### config.mk
export PLATFORM = sky130hd
export DESIGN_NAME = transfer_event_manager
export DESIGN_NICKNAME = d
export VERILOG_FILES = /design/src/hw/evt_pkg.sv /design/src/hw/transfer_event_manager.sv
export SDC_FILE = /design/constraint.sdc
export NUM_CORES = 2
export LEC_CHECK = 0
export CORE_UTILIZATION = 55
export CTS_BUF_LIST = sky130_fd_sc_hd__clkbuf_16
export DETAILED_ROUTE_END_ITERATION = 7
export DONT_BUFFER_PORTS = 1
export HOLD_SLACK_MARGIN = 0.05
export PLACE_DENSITY = 0.7
export REMOVE_ABC_BUFFERS = 1
export SYNTH_ARGS = -nofsm -noshare
export SYNTH_HDL_FRONTEND = slang
export SYNTH_SLANG_ARGS = --single-unit
### constraint.sdc
create_clock -name aclk -period 12.7 [get_ports aclk]
set_input_delay 1.905 -clock aclk [delete_from_list [all_inputs] [get_ports aclk]]
set_output_delay 1.905 -clock aclk [all_outputs]
set_load 0.01 [all_outputs]
### src/hw/evt_pkg.sv
// Constants, register map and event codes for the transfer event manager.
// Assumes a single 125 MHz clock domain and an AXI4-Lite register bus.
package evt_pkg;

  // ****************************************************************
  // Timing
  // ****************************************************************
  localparam int unsigned CLK_HZ = 125_000_000;
  localparam int unsigned TICK_S = 1;
  localparam int unsigned TICK_CYCLES = TICK_S * CLK_HZ;
  localparam logic [6:0] SYNC_LIMIT_S = 7'd120;
  localparam logic [15:0] SAVE_PERIOD_S = 16'd43200;

  // ****************************************************************
  // Register map (byte addresses)
  // ****************************************************************
  localparam logic [11:0] OFS_CTRL = 12'h000;
  localparam logic [11:0] OFS_TIMEOUT = 12'h004;
  localparam logic [11:0] OFS_ACTIVE = 12'h008;
  localparam logic [11:0] OFS_CURRENT = 12'h00c;
  localparam logic [11:0] OFS_HIST_IDX = 12'h010;
  localparam logic [11:0] OFS_HIST_DATA = 12'h014;
  localparam logic [11:0] OFS_SEQ = 12'h018;
  localparam logic [11:0] OFS_NTHRESH = 12'h01c;
  localparam logic [11:0] OFS_CLOCK = 12'h020;
  localparam logic [11:0] OFS_STATUS = 12'h024;

  // CTRL fields and reset values
  localparam int CTRL_FALLBACK = 0;
  localparam int CTRL_LOADMON = 1;
  localparam logic [1:0] CTRL_RST = 2'h0;
  localparam logic [15:0] TIMEOUT_RST = 16'h0a0a;
  localparam logic [15:0] NTHRESH_RST = 16'hffff;

  // ****************************************************************
  // Event codes and record layout
  // ****************************************************************
  localparam int NUM_EV = 22;
  localparam int EV_LOCKOUT = 0;
  localparam int EV_FAIL_XFER = 1;
  localparam int EV_FAIL_REXFER = 2;
  localparam int EV_CONTACT = 3;
  localparam int EV_PWR_LOSS = 7;
  localparam int EV_EMERG = 8;
  localparam int EV_SYNC_FAIL = 9;
  localparam int EV_GEN_ALARM = 10;
  localparam int EV_WINK = 11;
  localparam int EV_NEUTRAL = 12;
  localparam int EV_MOTOR_DISC = 13;
  localparam int EV_SEQ = 14;
  localparam int NUM_FAULT_EV = 7;
  // Contact fault order inside the 4-bit group
  localparam int CF_P_CLOSE = 0;
  localparam int CF_P_OPEN = 1;
  localparam int CF_A_CLOSE = 2;
  localparam int CF_A_OPEN = 3;

  localparam int REC_ACK = 31;
  localparam int REC_ID_LSB = 26;
  localparam int STAMP_W = 26;
  localparam logic [5:0] HIST_DEPTH = 6'd50;

  // ****************************************************************
  // Synchronised pin positions
  // ****************************************************************
  localparam int NUM_PIN = 12;
  localparam int PIN_POS_P = 0;
  localparam int PIN_POS_A = 1;
  localparam int PIN_XFER = 2;
  localparam int PIN_REXFER = 3;
  localparam int PIN_SYNC_ACT = 4;
  localparam int PIN_MATCHED = 5;
  localparam int PIN_GEN_ALARM = 6;
  localparam int PIN_MOTOR_DISC = 7;
  localparam int PIN_RESET_BTN = 8;
  localparam int PIN_PWR_LOSS = 9;
  localparam int PIN_WINK = 10;
  localparam int PIN_NEED_GEN = 11;

  localparam logic [1:0] RESP_OKAY = 2'h0;
  localparam logic [1:0] RESP_DECERR = 2'h3;

endpackage : evt_pkg

### src/hw/transfer_event_manager.sv
// Event supervision, display and 50-entry history for a transfer switch.
// Assumes pins are asynchronous to aclk; neutral current comes from
// metering logic on aclk; software owns the AXI4-Lite registers.
//
// Behaviour
// - Events are fault or non-fault, active or inactive
// - Records hold id, time stamp, pending-acknowledge marker
// - Reset press acknowledges all, moves display to history
// - Newer event displaces older, which goes unacknowledged
// - History holds 50; oldest dropped when full
// - Save record twice daily and on power loss
// - Any contact fault raises lockout
// - Transfer open/close time limits latch failure
// - Retransfer open/close time limits latch failure
// - Primary close failure, then lockout
// - Primary open failure, then lockout
// - Alternate close failure, then lockout
// - Alternate open failure, then lockout
// - Signal shutdown, finish sequences, then power off
// - Emergency start held while generator needed
// - Sync failure after 120 s, held until reset
// - After sync failure fall back or retry
// - Generator alarm input makes alarm event active
// - Eight sequencer outputs, announce on change
// - Network write activates identify event and message
// - Neutral current above threshold raises warning
// - Motor disconnect event, mechanism not driven
//
// Chosen here: the AXI4-Lite slave port and the placing of the registers.
module transfer_event_manager #(
  parameter int unsigned tick_cycles = evt_pkg::TICK_CYCLES
) (
  // Clock and reset
  input wire logic aclk,
  input wire logic aresetn,
  // AXI4-Lite write
  input wire logic [11:0] s_axi_awaddr,
  input wire logic s_axi_awvalid,
  output logic s_axi_awready,
  input wire logic [31:0] s_axi_wdata,
  input wire logic [3:0] s_axi_wstrb,
  input wire logic s_axi_wvalid,
  output logic s_axi_wready,
  output logic [1:0] s_axi_bresp,
  output logic s_axi_bvalid,
  input wire logic s_axi_bready,
  // AXI4-Lite read
  input wire logic [11:0] s_axi_araddr,
  input wire logic s_axi_arvalid,
  output logic s_axi_arready,
  output logic [31:0] s_axi_rdata,
  output logic [1:0] s_axi_rresp,
  output logic s_axi_rvalid,
  input wire logic s_axi_rready,
  // Pins from mechanism, panel and network module
  input wire logic [evt_pkg::NUM_PIN-1:0] pins,
  // Metering
  input wire logic [15:0] neutral_amps,
  // Outputs
  output logic drive_en,
  output logic emerg_start,
  output logic sync_fail_relay,
  output logic open_transition,
  output logic shutdown_notice,
  output logic power_off,
  output logic save_req,
  output logic announce,
  output logic [7:0] seq_out,
  output logic disp_valid,
  output logic [4:0] disp_id,
  output logic disp_ack_pending,
  output logic wink_msg
);

  // ****************************************************************
  // Pin synchronisers and edges
  // ****************************************************************
  logic [evt_pkg::NUM_PIN-1:0] meta_q, pin_q, pin_prev_q;
  always_ff @(posedge aclk)
  begin
    meta_q <= pins;
    pin_q <= meta_q;
    pin_prev_q <= aresetn ? pin_q : '0;
  end
  wire [evt_pkg::NUM_PIN-1:0] pin_rise = pin_q & ~pin_prev_q;
  wire rst_press = pin_rise[evt_pkg::PIN_RESET_BTN];
  wire mdisc = pin_q[evt_pkg::PIN_MOTOR_DISC];

  // ****************************************************************
  // One-second tick, clock, twice-daily save
  // ****************************************************************
  logic [31:0] tick_cnt_q;
  logic tick_q;
  logic [25:0] clock_q;
  logic [15:0] save_cnt_q;
  wire tick_wrap = tick_cnt_q == 32'(tick_cycles - 1);
  always_ff @(posedge aclk)
  begin
    if (!aresetn)
    begin
      tick_cnt_q <= '0;
      tick_q <= 1'b0;
      save_cnt_q <= '0;
    end
    else
    begin
      tick_cnt_q <= tick_wrap ? '0 : tick_cnt_q + 32'd1;
      tick_q <= tick_wrap;
      if (tick_q)
        save_cnt_q <= (save_cnt_q == evt_pkg::SAVE_PERIOD_S - 16'd1) ?
                      '0 : save_cnt_q + 16'd1;
    end
  end

  // ****************************************************************
  // Register file state
  // ****************************************************************
  logic [1:0] ctrl_q;
  logic [15:0] timeout_q, nthresh_q;
  logic [7:0] seq_q;
  logic [5:0] hidx_q;
  wire [7:0] open_to = timeout_q[7:0];
  wire [7:0] close_to = timeout_q[15:8];

  // ****************************************************************
  // Transfer supervision
  // ****************************************************************
  typedef enum logic [2:0] {
    MV_IDLE, MV_X_OPEN, MV_X_CLOSE, MV_R_OPEN, MV_R_CLOSE
  } move_e;
  move_e mv_q, mv_d;
  logic [7:0] mv_sec_q;
  logic [3:0] contact_q, contact_set;
  logic fail_xfer_q, fail_rexfer_q, lockout_q;
  wire [7:0] mv_limit = (mv_q == MV_X_OPEN || mv_q == MV_R_OPEN) ?
                        open_to : close_to;
  wire mv_over = tick_q && (mv_sec_q + 8'd1 >= mv_limit);
  wire pos_p = pin_q[evt_pkg::PIN_POS_P];
  wire pos_a = pin_q[evt_pkg::PIN_POS_A];

  always_comb
  begin
    mv_d = mv_q;
    contact_set = '0;
    unique case (mv_q)
      MV_IDLE:
        if (!lockout_q && !mdisc && pin_rise[evt_pkg::PIN_XFER] && pos_p)
          mv_d = MV_X_OPEN;
        else if (!lockout_q && !mdisc && pin_rise[evt_pkg::PIN_REXFER] && pos_a)
          mv_d = MV_R_OPEN;
      MV_X_OPEN:
        if (!pos_p)
          mv_d = MV_X_CLOSE;
        else if (mv_over)
        begin
          contact_set[evt_pkg::CF_P_OPEN] = 1'b1;
          mv_d = MV_IDLE;
        end
      MV_X_CLOSE:
        if (pos_a)
          mv_d = MV_IDLE;
        else if (mv_over)
        begin
          contact_set[evt_pkg::CF_A_CLOSE] = 1'b1;
          mv_d = MV_IDLE;
        end
      MV_R_OPEN:
        if (!pos_a)
          mv_d = MV_R_CLOSE;
        else if (mv_over)
        begin
          contact_set[evt_pkg::CF_A_OPEN] = 1'b1;
          mv_d = MV_IDLE;
        end
      MV_R_CLOSE:
        if (pos_p)
          mv_d = MV_IDLE;
        else if (mv_over)
        begin
          contact_set[evt_pkg::CF_P_CLOSE] = 1'b1;
          mv_d = MV_IDLE;
        end
    endcase
  end
  wire xfer_fail_set = (mv_q == MV_X_OPEN || mv_q == MV_X_CLOSE) &&
                       (|contact_set);
  wire rexfer_fail_set = (mv_q == MV_R_OPEN || mv_q == MV_R_CLOSE) &&
                         (|contact_set);

  always_ff @(posedge aclk)
  begin
    if (!aresetn)
    begin
      mv_q <= MV_IDLE;
      mv_sec_q <= '0;
      contact_q <= '0;
      fail_xfer_q <= 1'b0;
      fail_rexfer_q <= 1'b0;
      lockout_q <= 1'b0;
      drive_en <= 1'b0;
    end
    else
    begin
      mv_q <= mv_d;
      mv_sec_q <= (mv_d != mv_q) ? '0 : mv_sec_q + {7'd0, tick_q};
      contact_q <= contact_set | (contact_q & {4{~rst_press}});
      fail_xfer_q <= xfer_fail_set | (fail_xfer_q & ~rst_press);
      fail_rexfer_q <= rexfer_fail_set | (fail_rexfer_q & ~rst_press);
      lockout_q <= ((|contact_q) | lockout_q) & ~rst_press;
      drive_en <= (mv_d != MV_IDLE) && !mdisc && !lockout_q;
    end
  end

  // ****************************************************************
  // Sync check, power loss, other event sources
  // ****************************************************************
  logic [6:0] sync_sec_q;
  logic sync_fail_q, wink_q, neutral_q;
  wire sync_wait = pin_q[evt_pkg::PIN_SYNC_ACT] && !pin_q[evt_pkg::PIN_MATCHED];
  wire sync_hit = sync_wait && tick_q &&
                  (sync_sec_q == evt_pkg::SYNC_LIMIT_S - 7'd1);
  wire pwr_loss = pin_q[evt_pkg::PIN_PWR_LOSS];

  always_ff @(posedge aclk)
  begin
    if (!aresetn)
    begin
      sync_sec_q <= '0;
      sync_fail_q <= 1'b0;
      wink_q <= 1'b0;
      neutral_q <= 1'b0;
      shutdown_notice <= 1'b0;
      power_off <= 1'b0;
      save_req <= 1'b0;
      emerg_start <= 1'b0;
    end
    else
    begin
      // Counter restarts after a failure so retries can fail again
      sync_sec_q <= (!sync_wait || sync_hit) ? '0 :
                    sync_sec_q + {6'd0, tick_q};
      sync_fail_q <= sync_hit | (sync_fail_q & ~rst_press);
      wink_q <= pin_rise[evt_pkg::PIN_WINK] | (wink_q & ~rst_press);
      neutral_q <= ctrl_q[evt_pkg::CTRL_LOADMON] &&
                   (neutral_amps > nthresh_q);
      shutdown_notice <= pwr_loss;
      power_off <= pwr_loss && shutdown_notice && mv_q == MV_IDLE;
      save_req <= pin_rise[evt_pkg::PIN_PWR_LOSS] ||
                  (tick_q && save_cnt_q == evt_pkg::SAVE_PERIOD_S - 16'd1);
      emerg_start <= pin_q[evt_pkg::PIN_NEED_GEN];
    end
  end
  assign sync_fail_relay = sync_fail_q;
  assign wink_msg = wink_q;
  assign seq_out = seq_q;

  // ****************************************************************
  // Event vector, pending queue, display
  // ****************************************************************
  // Bits below NUM_FAULT_EV are fault events, the rest non-fault
  wire [evt_pkg::NUM_EV-1:0] ev_act = {seq_q, mdisc, neutral_q, wink_q,
    pin_q[evt_pkg::PIN_GEN_ALARM], sync_fail_q, emerg_start, pwr_loss,
    contact_q, fail_rexfer_q, fail_xfer_q, lockout_q};
  logic [evt_pkg::NUM_EV-1:0] ev_prev_q, pend_q;

  function automatic logic [4:0] first_set(
    input logic [evt_pkg::NUM_EV-1:0] v
  );
    logic [4:0] r;
    r = '0;
    for (int i = evt_pkg::NUM_EV - 1; i >= 0; i--)
      if (v[i])
        r = 5'(i);
    return r;
  endfunction : first_set

  wire take = (|pend_q) && !rst_press;
  wire [4:0] take_id = first_set(pend_q);
  logic [25:0] cur_stamp_q;

  always_ff @(posedge aclk)
  begin
    if (!aresetn)
    begin
      ev_prev_q <= '0;
      pend_q <= '0;
      disp_valid <= 1'b0;
      disp_id <= '0;
      disp_ack_pending <= 1'b0;
      cur_stamp_q <= '0;
    end
    else
    begin
      ev_prev_q <= ev_act;
      pend_q <= (ev_act & ~ev_prev_q) |
                (pend_q & ~({{(evt_pkg::NUM_EV-1){1'b0}}, take} << take_id));
      if (rst_press)
      begin
        disp_valid <= 1'b0;
        disp_ack_pending <= 1'b0;
      end
      else if (take)
      begin
        disp_valid <= 1'b1;
        disp_id <= take_id;
        disp_ack_pending <= 1'b1;
        cur_stamp_q <= clock_q;
      end
    end
  end

  // ****************************************************************
  // History store
  // ****************************************************************
  logic [30:0] hist_mem [evt_pkg::HIST_DEPTH];
  logic [49:0] hack_q;
  logic [5:0] wr_ptr_q, hcount_q;
  wire push = disp_valid && (take || rst_press);
  wire [5:0] wr_next = (wr_ptr_q == evt_pkg::HIST_DEPTH - 6'd1) ?
                       '0 : wr_ptr_q + 6'd1;

  function automatic logic [5:0] hist_slot(input logic [5:0] wp,
                                           input logic [5:0] idx);
    logic [6:0] s;
    s = {1'b0, wp} + {1'b0, evt_pkg::HIST_DEPTH} - 7'd1 - {1'b0, idx};
    if (s >= {1'b0, evt_pkg::HIST_DEPTH})
      s = s - {1'b0, evt_pkg::HIST_DEPTH};
    return s[5:0];
  endfunction : hist_slot

  always_ff @(posedge aclk)
  begin
    if (push)
      hist_mem[wr_ptr_q] <= {disp_id, cur_stamp_q};
  end

  always_ff @(posedge aclk)
  begin
    if (!aresetn)
    begin
      wr_ptr_q <= '0;
      hcount_q <= '0;
      hack_q <= '0;
    end
    else
    begin
      if (push)
      begin
        wr_ptr_q <= wr_next;
        if (hcount_q != evt_pkg::HIST_DEPTH)
          hcount_q <= hcount_q + 6'd1;
      end
      for (int i = 0; i < 50; i++)
        if (push && 6'(i) == wr_ptr_q)
          hack_q[i] <= !rst_press && disp_ack_pending;
        else if (rst_press)
          hack_q[i] <= 1'b0;
    end
  end
  wire [5:0] rd_slot = hist_slot(wr_ptr_q, hidx_q);
  wire [31:0] hist_word = (hidx_q < hcount_q) ?
                          {hack_q[rd_slot], hist_mem[rd_slot]} : '0;

  // ****************************************************************
  // AXI4-Lite slave
  // ****************************************************************
  logic [11:0] awaddr_q;
  logic [31:0] wdata_q;
  logic [3:0] wstrb_q;
  logic aw_have_q, w_have_q;

  function automatic logic reg_known(input logic [11:0] a);
    return a inside {evt_pkg::OFS_CTRL, evt_pkg::OFS_TIMEOUT,
      evt_pkg::OFS_ACTIVE, evt_pkg::OFS_CURRENT, evt_pkg::OFS_HIST_IDX,
      evt_pkg::OFS_HIST_DATA, evt_pkg::OFS_SEQ, evt_pkg::OFS_NTHRESH,
      evt_pkg::OFS_CLOCK, evt_pkg::OFS_STATUS};
  endfunction : reg_known

  wire do_wr = aw_have_q && w_have_q && !s_axi_bvalid;
  wire [31:0] wmask = {{8{wstrb_q[3]}}, {8{wstrb_q[2]}},
                       {8{wstrb_q[1]}}, {8{wstrb_q[0]}}};
  wire wr_seq = do_wr && awaddr_q == evt_pkg::OFS_SEQ;
  wire [7:0] seq_d = wr_seq ? ((seq_q & ~wmask[7:0]) |
                     (wdata_q[7:0] & wmask[7:0])) : seq_q;
  wire [31:0] rd_word =
    (s_axi_araddr == evt_pkg::OFS_CTRL) ? {30'd0, ctrl_q} :
    (s_axi_araddr == evt_pkg::OFS_TIMEOUT) ? {16'd0, timeout_q} :
    (s_axi_araddr == evt_pkg::OFS_ACTIVE) ? {10'd0, ev_act} :
    (s_axi_araddr == evt_pkg::OFS_CURRENT) ?
      {disp_ack_pending, disp_id, cur_stamp_q} :
    (s_axi_araddr == evt_pkg::OFS_HIST_IDX) ? {26'd0, hidx_q} :
    (s_axi_araddr == evt_pkg::OFS_HIST_DATA) ? hist_word :
    (s_axi_araddr == evt_pkg::OFS_SEQ) ? {24'd0, seq_q} :
    (s_axi_araddr == evt_pkg::OFS_NTHRESH) ? {16'd0, nthresh_q} :
    (s_axi_araddr == evt_pkg::OFS_CLOCK) ? {6'd0, clock_q} :
    (s_axi_araddr == evt_pkg::OFS_STATUS) ?
      {17'd0, disp_valid, power_off, open_transition, hcount_q,
       3'd0, mv_q} : '0;

  always_ff @(posedge aclk)
  begin
    if (!aresetn)
    begin
      s_axi_awready <= 1'b1;
      s_axi_wready <= 1'b1;
      s_axi_bvalid <= 1'b0;
      s_axi_bresp <= evt_pkg::RESP_OKAY;
      s_axi_arready <= 1'b1;
      s_axi_rvalid <= 1'b0;
      s_axi_rresp <= evt_pkg::RESP_OKAY;
      s_axi_rdata <= '0;
      aw_have_q <= 1'b0;
      w_have_q <= 1'b0;
      awaddr_q <= '0;
      wdata_q <= '0;
      wstrb_q <= '0;
      ctrl_q <= evt_pkg::CTRL_RST;
      timeout_q <= evt_pkg::TIMEOUT_RST;
      nthresh_q <= evt_pkg::NTHRESH_RST;
      seq_q <= '0;
      hidx_q <= '0;
      clock_q <= '0;
      announce <= 1'b0;
      open_transition <= 1'b0;
    end
    else
    begin
      if (s_axi_awvalid && s_axi_awready)
      begin
        awaddr_q <= s_axi_awaddr;
        aw_have_q <= 1'b1;
        s_axi_awready <= 1'b0;
      end
      if (s_axi_wvalid && s_axi_wready)
      begin
        wdata_q <= s_axi_wdata;
        wstrb_q <= s_axi_wstrb;
        w_have_q <= 1'b1;
        s_axi_wready <= 1'b0;
      end
      if (do_wr)
      begin
        s_axi_bvalid <= 1'b1;
        s_axi_bresp <= reg_known(awaddr_q) ? evt_pkg::RESP_OKAY :
                       evt_pkg::RESP_DECERR;
      end
      if (s_axi_bvalid && s_axi_bready)
      begin
        s_axi_bvalid <= 1'b0;
        aw_have_q <= 1'b0;
        w_have_q <= 1'b0;
        s_axi_awready <= 1'b1;
        s_axi_wready <= 1'b1;
      end
      if (do_wr && awaddr_q == evt_pkg::OFS_CTRL)
        ctrl_q <= (ctrl_q & ~wmask[1:0]) | (wdata_q[1:0] & wmask[1:0]);
      if (do_wr && awaddr_q == evt_pkg::OFS_TIMEOUT)
        timeout_q <= (timeout_q & ~wmask[15:0]) | (wdata_q[15:0] & wmask[15:0]);
      if (do_wr && awaddr_q == evt_pkg::OFS_NTHRESH)
        nthresh_q <= (nthresh_q & ~wmask[15:0]) | (wdata_q[15:0] & wmask[15:0]);
      if (do_wr && awaddr_q == evt_pkg::OFS_HIST_IDX && wstrb_q[0])
        hidx_q <= wdata_q[5:0];
      if (do_wr && awaddr_q == evt_pkg::OFS_CLOCK && (&wstrb_q))
        clock_q <= wdata_q[25:0];
      else
        clock_q <= clock_q + {25'd0, tick_q};
      seq_q <= seq_d;
      announce <= seq_d != seq_q;
      open_transition <= sync_fail_q && ctrl_q[evt_pkg::CTRL_FALLBACK];
      if (s_axi_arvalid && s_axi_arready)
      begin
        s_axi_arready <= 1'b0;
        s_axi_rvalid <= 1'b1;
        s_axi_rdata <= rd_word;
        s_axi_rresp <= reg_known(s_axi_araddr) ? evt_pkg::RESP_OKAY :
                       evt_pkg::RESP_DECERR;
      end
      if (s_axi_rvalid && s_axi_rready)
      begin
        s_axi_rvalid <= 1'b0;
        s_axi_arready <= 1'b1;
      end
    end
  end
endmodule : transfer_event_manager

# After elaboration in Yosys (flattened, before gate mapping)
# Memories as Yosys holds them, arrays and structs flattened.
# Cells that the tools add are included.
[classes] addsub=12 order_cmp=5 eq_ne=78 shifts=1 mux=113 n_bitwise=35 reduce_logical=167
[op_table] op="32-bit 2-to-1 mux" count=7
[op_table] op="5-bit 2-to-1 mux" count=22
[op_table] op="6-bit == test, first input constant" count=18
[op_table] op="26-bit 2-to-1 mux" count=4
[op_table] op="2-bit nonzero test" count=50
[op_table] op="12-bit by 5-bit == test with 1-bit output, second input constant" count=8
[op_table] op="5-bit by 6-bit == test with 1-bit output, first input constant" count=16
[op_table] op="1-bit logical AND" count=86
[op_table] op="1-bit 2-to-1 mux" count=63
[op_table] op="16-bit AND" count=3
[op_table] op="12-bit by 4-bit == test with 1-bit output, second input constant" count=4
[op_table] op="12-bit by 6-bit == test with 1-bit output, second input constant" count=4
[op_table] op="4-bit by 6-bit == test with 1-bit output, first input constant" count=8
[op_table] op="22-bit AND" count=2
[op_table] op="22-bit NOT" count=2
[op_table] op="32-bit by 1-bit adder with 32-bit output, second input constant" count=1
[op_table] op="32-bit by 27-bit == test with 1-bit output, second input constant" count=1
[op_table] op="16-bit OR" count=2
[op_table] op="26-bit by 1-bit adder with 26-bit output" count=1
[op_table] op="12-bit by 3-bit == test with 1-bit output, second input constant" count=2
[op_table] op="3-bit by 6-bit == test with 1-bit output, first input constant" count=4
[op_table] op="12-bit logical NOT" count=2
[op_table] op="22-bit OR" count=1
[op_table] op="22-bit OR reduction" count=1
[op_table] op="58 further kinds" count=99
[word_totals] register_bits=416 ram_bits=1550 inputBits=95 elab_cells=511 n_memories=1
[mem_list] memory="hist_mem" depth=50 width=31 rd=1 rd_clocked_by_memory_dff=0 wr=1 line_no="transfer_event_manager.sv:315" source="logic [30:0] hist_mem [evt_pkg::HIST_DEPTH];"

# Logic depth before layout (Yosys ltp)
[depth] depth_word=26 depth_mapped=23

# Least setup slack after synthesis
# OpenSTA, ideal clock, no wires.
[synth_timing] kind="register -> register" startpoint="register wr_ptr_q[1]" endpoint="register s_axi_rdata[19]" setup_ps=119 arrival_ps=4655 required_time_ps=12581 slack_ps=7925 stages_incl_launch_ff=19 period_less_slack_ps=4775 cell_sequence="dfxtp_1 inv_1 ha_1 inv_1 ha_1 buf_4 inv_1 clkbuf_1 clkbuf_1 clkbuf_1 ha_1 clkbuf_1 clkbuf_1 clkbuf_1 clkbuf_1 mux4_2 mux4_2 o21ai_0 o21bai_1"
[synth_via] elab_chain_len=13
[synth_rtl] element="start: declaration" line_no="transfer_event_manager.sv:317" source="logic [5:0] wr_ptr_q, hcount_q;"
[synth_rtl] element="start signal: assignment" line_no="transfer_event_manager.sv:349" source="wr_ptr_q <= wr_next;"
[synth_rtl] element="6-bit by 6-bit adder with 7-bit output *" line_no="transfer_event_manager.sv:325" source="s = {1'b0, wp} + {1'b0, evt_pkg::HIST_DEPTH} - 7'd1 - {1'b0, idx};"
[synth_rtl] element="7-bit by 1-bit subtractor with 7-bit output *" line_no="transfer_event_manager.sv:325"
[synth_rtl] element="7-bit by 6-bit subtractor with 7-bit output *" line_no="transfer_event_manager.sv:325"
[synth_rtl] element="6-bit subtractor / 7-bit by 6-bit >= comparator with 1-bit output (equally long branches)" line_no="transfer_event_manager.sv:327, transfer_event_manager.sv:326"
[synth_rtl] element="6-bit 2-to-1 mux *" line_no="transfer_event_manager.sv:326" source="if (s >= {1'b0, evt_pkg::HIST_DEPTH})"
[synth_rtl] element="memory 50 x 31 bit *"
[synth_rtl] element="32-bit 2-to-1 mux *" line_no="transfer_event_manager.sv:361" source="wire [31:0] hist_word = (hidx_q < hcount_q) ?"
[synth_rtl] element="32-bit 2-to-1 mux *" line_no="transfer_event_manager.sv:392" source="(s_axi_araddr == evt_pkg::OFS_HIST_DATA) ? hist_word :"
[synth_rtl] element="32-bit 2-to-1 mux *" line_no="transfer_event_manager.sv:391" source="(s_axi_araddr == evt_pkg::OFS_HIST_IDX) ? {26'd0, hidx_q} :"
[synth_rtl] element="32-bit 2-to-1 mux *" line_no="transfer_event_manager.sv:389" source="(s_axi_araddr == evt_pkg::OFS_CURRENT) ?"
[synth_rtl] element="32-bit 2-to-1 mux *" line_no="transfer_event_manager.sv:388" source="(s_axi_araddr == evt_pkg::OFS_ACTIVE) ? {10'd0, ev_act} :"
[synth_rtl] element="32-bit 2-to-1 mux *" line_no="transfer_event_manager.sv:387" source="(s_axi_araddr == evt_pkg::OFS_TIMEOUT) ? {16'd0, timeout_q} :"
[synth_rtl] element="32-bit 2-to-1 mux *" line_no="transfer_event_manager.sv:386" source="(s_axi_araddr == evt_pkg::OFS_CTRL) ? {30'd0, ctrl_q} :"
[synth_rtl] element="end signal: assignment" line_no="transfer_event_manager.sv:474" source="s_axi_rdata <= rd_word;"
[synth_rtl] element="end: declaration" line_no="transfer_event_manager.sv:51" source="output logic [31:0] s_axi_rdata,"
# Mark *: on every way between the ends. The rest lies on a longest branch, timed or not.
# A chain may end at the register's enable or synchronous reset.

# Worst setup path after layout
[layout_timing] startpoint="register wr_ptr_q[1]" endpoint="register s_axi_rdata[16]"
# The elaborated chain is that of the path after synthesis.

==> impl_metrics.xml <==
<?xml version="1.0" encoding="UTF-8"?>
<metrics>
  <group name="status">
    <metric name="outcome" unit="">finished, violations left</metric>
    <metric name="violations" unit="">max-capacitance violations</metric>
  </group>
  <group name="yosys">
    <metric name="synth_enable_flop_cells" unit="">1550</metric>
    <metric name="synth_ff_type" unit="">edfxtp_1</metric>
    <metric name="yosysUniqueCellTypes" unit="">94</metric>
    <metric name="syn-mean-instance-area" unit="µm²">14.4</metric>
    <metric name="synth.yosys.seq_area_share" unit="%">66.5</metric>
    <metric name="syn_inst" unit="">5713</metric>
    <metric name="post_synth_main_area_contributors" unit="">edfxtp_1, dfxtp_1, mux4_2, mux2i_1, nand2_1</metric>
    <metric name="ys_seq_elements" unit="">1956</metric>
    <metric name="synth_async_sr_flop_share" unit="%">0</metric>
    <metric name="count_of_warnings_emitted_by_yosys" unit="">0</metric>
    <metric name="most_instantiated_library_cell_after_synthesis" unit="">edfxtp_1</metric>
    <metric name="synthTopCellsByCount" unit="">edfxtp_1, nand2_1, dfxtp_1, mux2i_1, nor2_1</metric>
    <metric name="yosys.area.top_type" unit="">edfxtp_1</metric>
    <metric name="area_share_of_the_leading_cell_type_in_the_synthesized_netlist" unit="%">56.6</metric>
    <metric name="synthesis.area" unit="µm²">82200</metric>
  </group>
  <group name="sta">
    <metric name="worst_slew_margin_rel" unit="%">0.00336</metric>
    <metric name="hold_violations_final" unit="">0</metric>
    <metric name="final.setup.worst_slack" unit="ns">5.12</metric>
    <metric name="min_period" unit="ns">7.58</metric>
    <metric name="post-route-period-util" unit="%">59.7</metric>
    <metric name="rsz_0062_raised_after_global_routing" unit="">no</metric>
    <metric name="finalSetupViolations" unit="">0</metric>
    <metric name="clock-skew-final" unit="ns">0.0291</metric>
    <metric name="max_freq" unit="GHz">0.132</metric>
    <metric name="timing_worst_slew_pin_value" unit="ns">1.49</metric>
    <metric name="timing_max_transition_violations_final" unit="">0</metric>
    <metric name="holdWs" unit="ns">0.325</metric>
  </group>
  <group name="placed_design">
    <metric name="place_worst_setup_slack" unit="ns">5.46</metric>
    <metric name="globalplace.congestion" unit="">0.954</metric>
    <metric name="detailedPlacementHpwl" unit="µm">148000</metric>
    <metric name="placed_instance_count" unit="">7468</metric>
    <metric name="portBuffers" unit="">0</metric>
  </group>
  <group name="cells_and_area">
    <metric name="finish.net_count" unit="">5881</metric>
    <metric name="layout-drive-gt1-share" unit="%">14.3</metric>
    <metric name="finalNonFillerCells" unit="">7823</metric>
    <metric name="filler_cell_count" unit="">10900</metric>
    <metric name="synthToLayoutAreaGrowth" unit="%">10.3</metric>
  </group>
  <group name="cts">
    <metric name="clockBufferDepth" unit="">3</metric>
    <metric name="cts_num_sinks" unit="">1956</metric>
    <metric name="clock-root-buffer" unit="">clkbuf_16</metric>
    <metric name="cts_post_setup_buffers_inserted" unit="">0</metric>
    <metric name="clkLatencyLatePin" unit="ns">0.85</metric>
    <metric name="cts_hold_buffers" unit="">0</metric>
    <metric name="post_cts_resize_count" unit="">0</metric>
    <metric name="cts.reportedPaths.clkPinSlew" unit="ns">0.06</metric>
    <metric name="tritoncts" unit="">yes</metric>
    <metric name="number_of_cts_inserted_buffers" unit="">189</metric>
    <metric name="htree_num_levels" unit="">4</metric>
  </group>
  <group name="global_route">
    <metric name="remaining_global_route_overflow" unit="">0</metric>
    <metric name="antenna_found_initial" unit="">12</metric>
    <metric name="global_route_wire_length_before_repair" unit="µm">350000</metric>
    <metric name="grt_use_total" unit="%">32.2</metric>
    <metric name="grt_pass1_vias" unit="">50300</metric>
    <metric name="largest_net_degree_at_the_start_of_global_routing" unit="">257</metric>
  </group>
  <group name="die">
    <metric name="dieArea" unit="µm²">151000</metric>
    <metric name="io_pins" unit="">160</metric>
    <metric name="die-height" unit="µm">389</metric>
    <metric name="floorplan.initialDensity" unit="%">55.6</metric>
    <metric name="fp.coreArea" unit="µm²">148000</metric>
    <metric name="placement_rows" unit="">141</metric>
    <metric name="horizontal_die_dimension" unit="µm">389</metric>
  </group>
  <group name="run">
    <metric name="max-cap-violations" unit="">1</metric>
  </group>
  <group name="setup_path">
    <metric name="critPathSlowestCell" unit="">fa_4</metric>
    <metric name="critical_path_peak_fanout" unit="">34</metric>
    <metric name="path_cells" unit="">inv_1 &gt; ha_1 &gt; inv_1 &gt; ha_4 &gt; inv_1 &gt; fa_4 &gt; inv_1 &gt; o311ai_2 &gt; nand2_1 &gt; o21ai_4 &gt; nand2_2 &gt; nand2_4 &gt; buf_4 &gt; mux4_2 &gt; o31ai_1 &gt; nor4_1 &gt; a21o_1</metric>
    <metric name="cpMostUsedCell" unit="">inv_1</metric>
    <metric name="worstSetupStartpointType" unit="">flip-flop</metric>
    <metric name="path_class" unit="">reg2reg</metric>
    <metric name="crit_path_end_kind" unit="">flip-flop</metric>
    <metric name="cp_data_required_time" unit="ns">13.49</metric>
    <metric name="crit_path_max_incr_delay" unit="ns">1.25</metric>
    <metric name="arrival" unit="ns">8.36</metric>
  </group>
  <group name="pwr">
    <metric name="ir_drop" unit="mV">0.146</metric>
    <metric name="pwr_density_cell" unit="nW/µm²">160</metric>
    <metric name="totalPowerFinal" unit="mW">14.5</metric>
    <metric name="power_leakage" unit="nW">32.1</metric>
  </group>
  <group name="routing">
    <metric name="route.detailed.drc" unit="">0</metric>
    <metric name="dr_total_vias" unit="">52500</metric>
    <metric name="detail_route.vias_per_cell" unit="">6.71</metric>
    <metric name="drt_iter0_drc" unit="">7997</metric>
    <metric name="detail_route.wirelength" unit="µm">246000</metric>
    <metric name="routed_wire_length_per_instance" unit="µm">31.4</metric>
    <metric name="drt_first_pass_iters" unit="">6</metric>
    <metric name="drt.antenna.violating_nets" unit="">0</metric>
  </group>
  <group name="min_path">
    <metric name="type_of_the_worst_min_delay_path" unit="">reg2reg</metric>
  </group>
</metrics>
[cell usage in the layout (no fill, tap or decap), drive strengths merged, types with 103 or more instances in the layout]
master,netlist,routed
edfxtp,1550,1550
nand2,647,647
dfxtp,406,406
mux2i,385,385
nor2,355,355
mux4,271,271
clkbuf,174,192
a21oi,159,159
buf,158,157
o21ai,153,153
inv,75,135
nand3,126,126
a21boi,103,103
[cell families after synthesis]
| group | Yosys count | synth area share (%) |
|---|---|---|
| DFF | 1956 | 66.5 |
| and+or+nand+nor | 1563 | 8.61 |
| AOI/OAI and AO/OA | 922 | 7.92 |
| muxes | 708 | 12.8 |
| buffers and inverters | 407 | 2.21 |
| xor gates and xnor gates | 100 | 1.09 |
| adders and majority gates | 57 | 0.876 |
[critical path: cells and delay by family, from the launching register on]
family | cells | cell delay, ns
buffers and inverters | 5 | 1.27
AND/OR/NAND/NOR | 4 | 2.28
multiplexers | 1 | 0.35
AO/OA/AOI/OAI | 4 | 1.44
flip-flops | 1 | 0.45
adder cells (fa/ha/maj) | 3 | 1.69
[final cells by class]
type / count / area (µm²) / area share (%)
diodes: 3 / 7.51 / 0.00828
clock buffers: 192 / 4800 / 5.30
clock inverters: 160 / 986 / 1.09
inverters: 75 / 282 / 0.310
multi-input cells: 3350 / 26300 / 29.0
flip-flops and latches: 1956 / 54700 / 60.3
well taps: 1930 / 2410 / 2.66
repair buffers: 157 / 1220 / 1.34
[final timing paths]
kind / start / endpoint / slack (ns) / cells past startpoint
setup / recovery: wr_ptr_q[1] / s_axi_rdata[16] / 5.12 / 17
hold / removal: meta_q[5] / pin_q[5] / 0.32 / 0
setup reg to reg: wr_ptr_q[1] / s_axi_rdata[16] / 5.12 / 17
hold reg to reg: meta_q[5] / pin_q[5] / 0.32 / 0
[power by group]
group          leakage (nW)  switching [mW]  internal [mW]
logic                  11.4            1.45          0.831
clock network          3.04            2.43           2.89
registers              17.7          0.0342           6.88
total                  32.1            3.91           10.6
[layer usage]
| layer | up-vias | wire length, µm | track usage (%) |
|---|---|---|---|
| met5 | - | 105 | 0 |
| met4 | 16 | 12000 | 14.2 |
| met3 | 662 | 31200 | 8.76 |
| met2 | 3334 | 112000 | 49.9 |
| met1 | 26400 | 90500 | 42.8 |
| li1 | 22100 | - | - |
[registers in the layout, summed over array words and instances, names as in the netlist, 3 cells and up, named ones only]
name	count
hidx_q	6
clock_q	26
hack_q	50
seq_out	8
meta_q	12
awaddr_q	12
save_cnt_q	16
wdata_q	26
sync_sec_q	7
ev_prev_q	19
mv_q	3
s_axi_rdata	32
hcount_q	6
hist_mem	1550
mv_sec_q	8
cur_stamp_q	26
tick_cnt_q	32
wr_ptr_q	6
contact_q	4
pin_q	12
pend_q	22
disp_id	5
pin_prev_q	7
wstrb_q	4
[through the flow]
stage,util [%],TNS [ns],instance area (µm²)
6_report,61.3,0,90700
5_1_grt,61.3,0,90700
4_1_cts,61.3,0,90700
3_5_place_dp,57.4,0,84900
3_3_place_gp,57.4,0,84900
2_1_floorplan,-,-372.48,80700
Power figures use the tool's default switching activity.
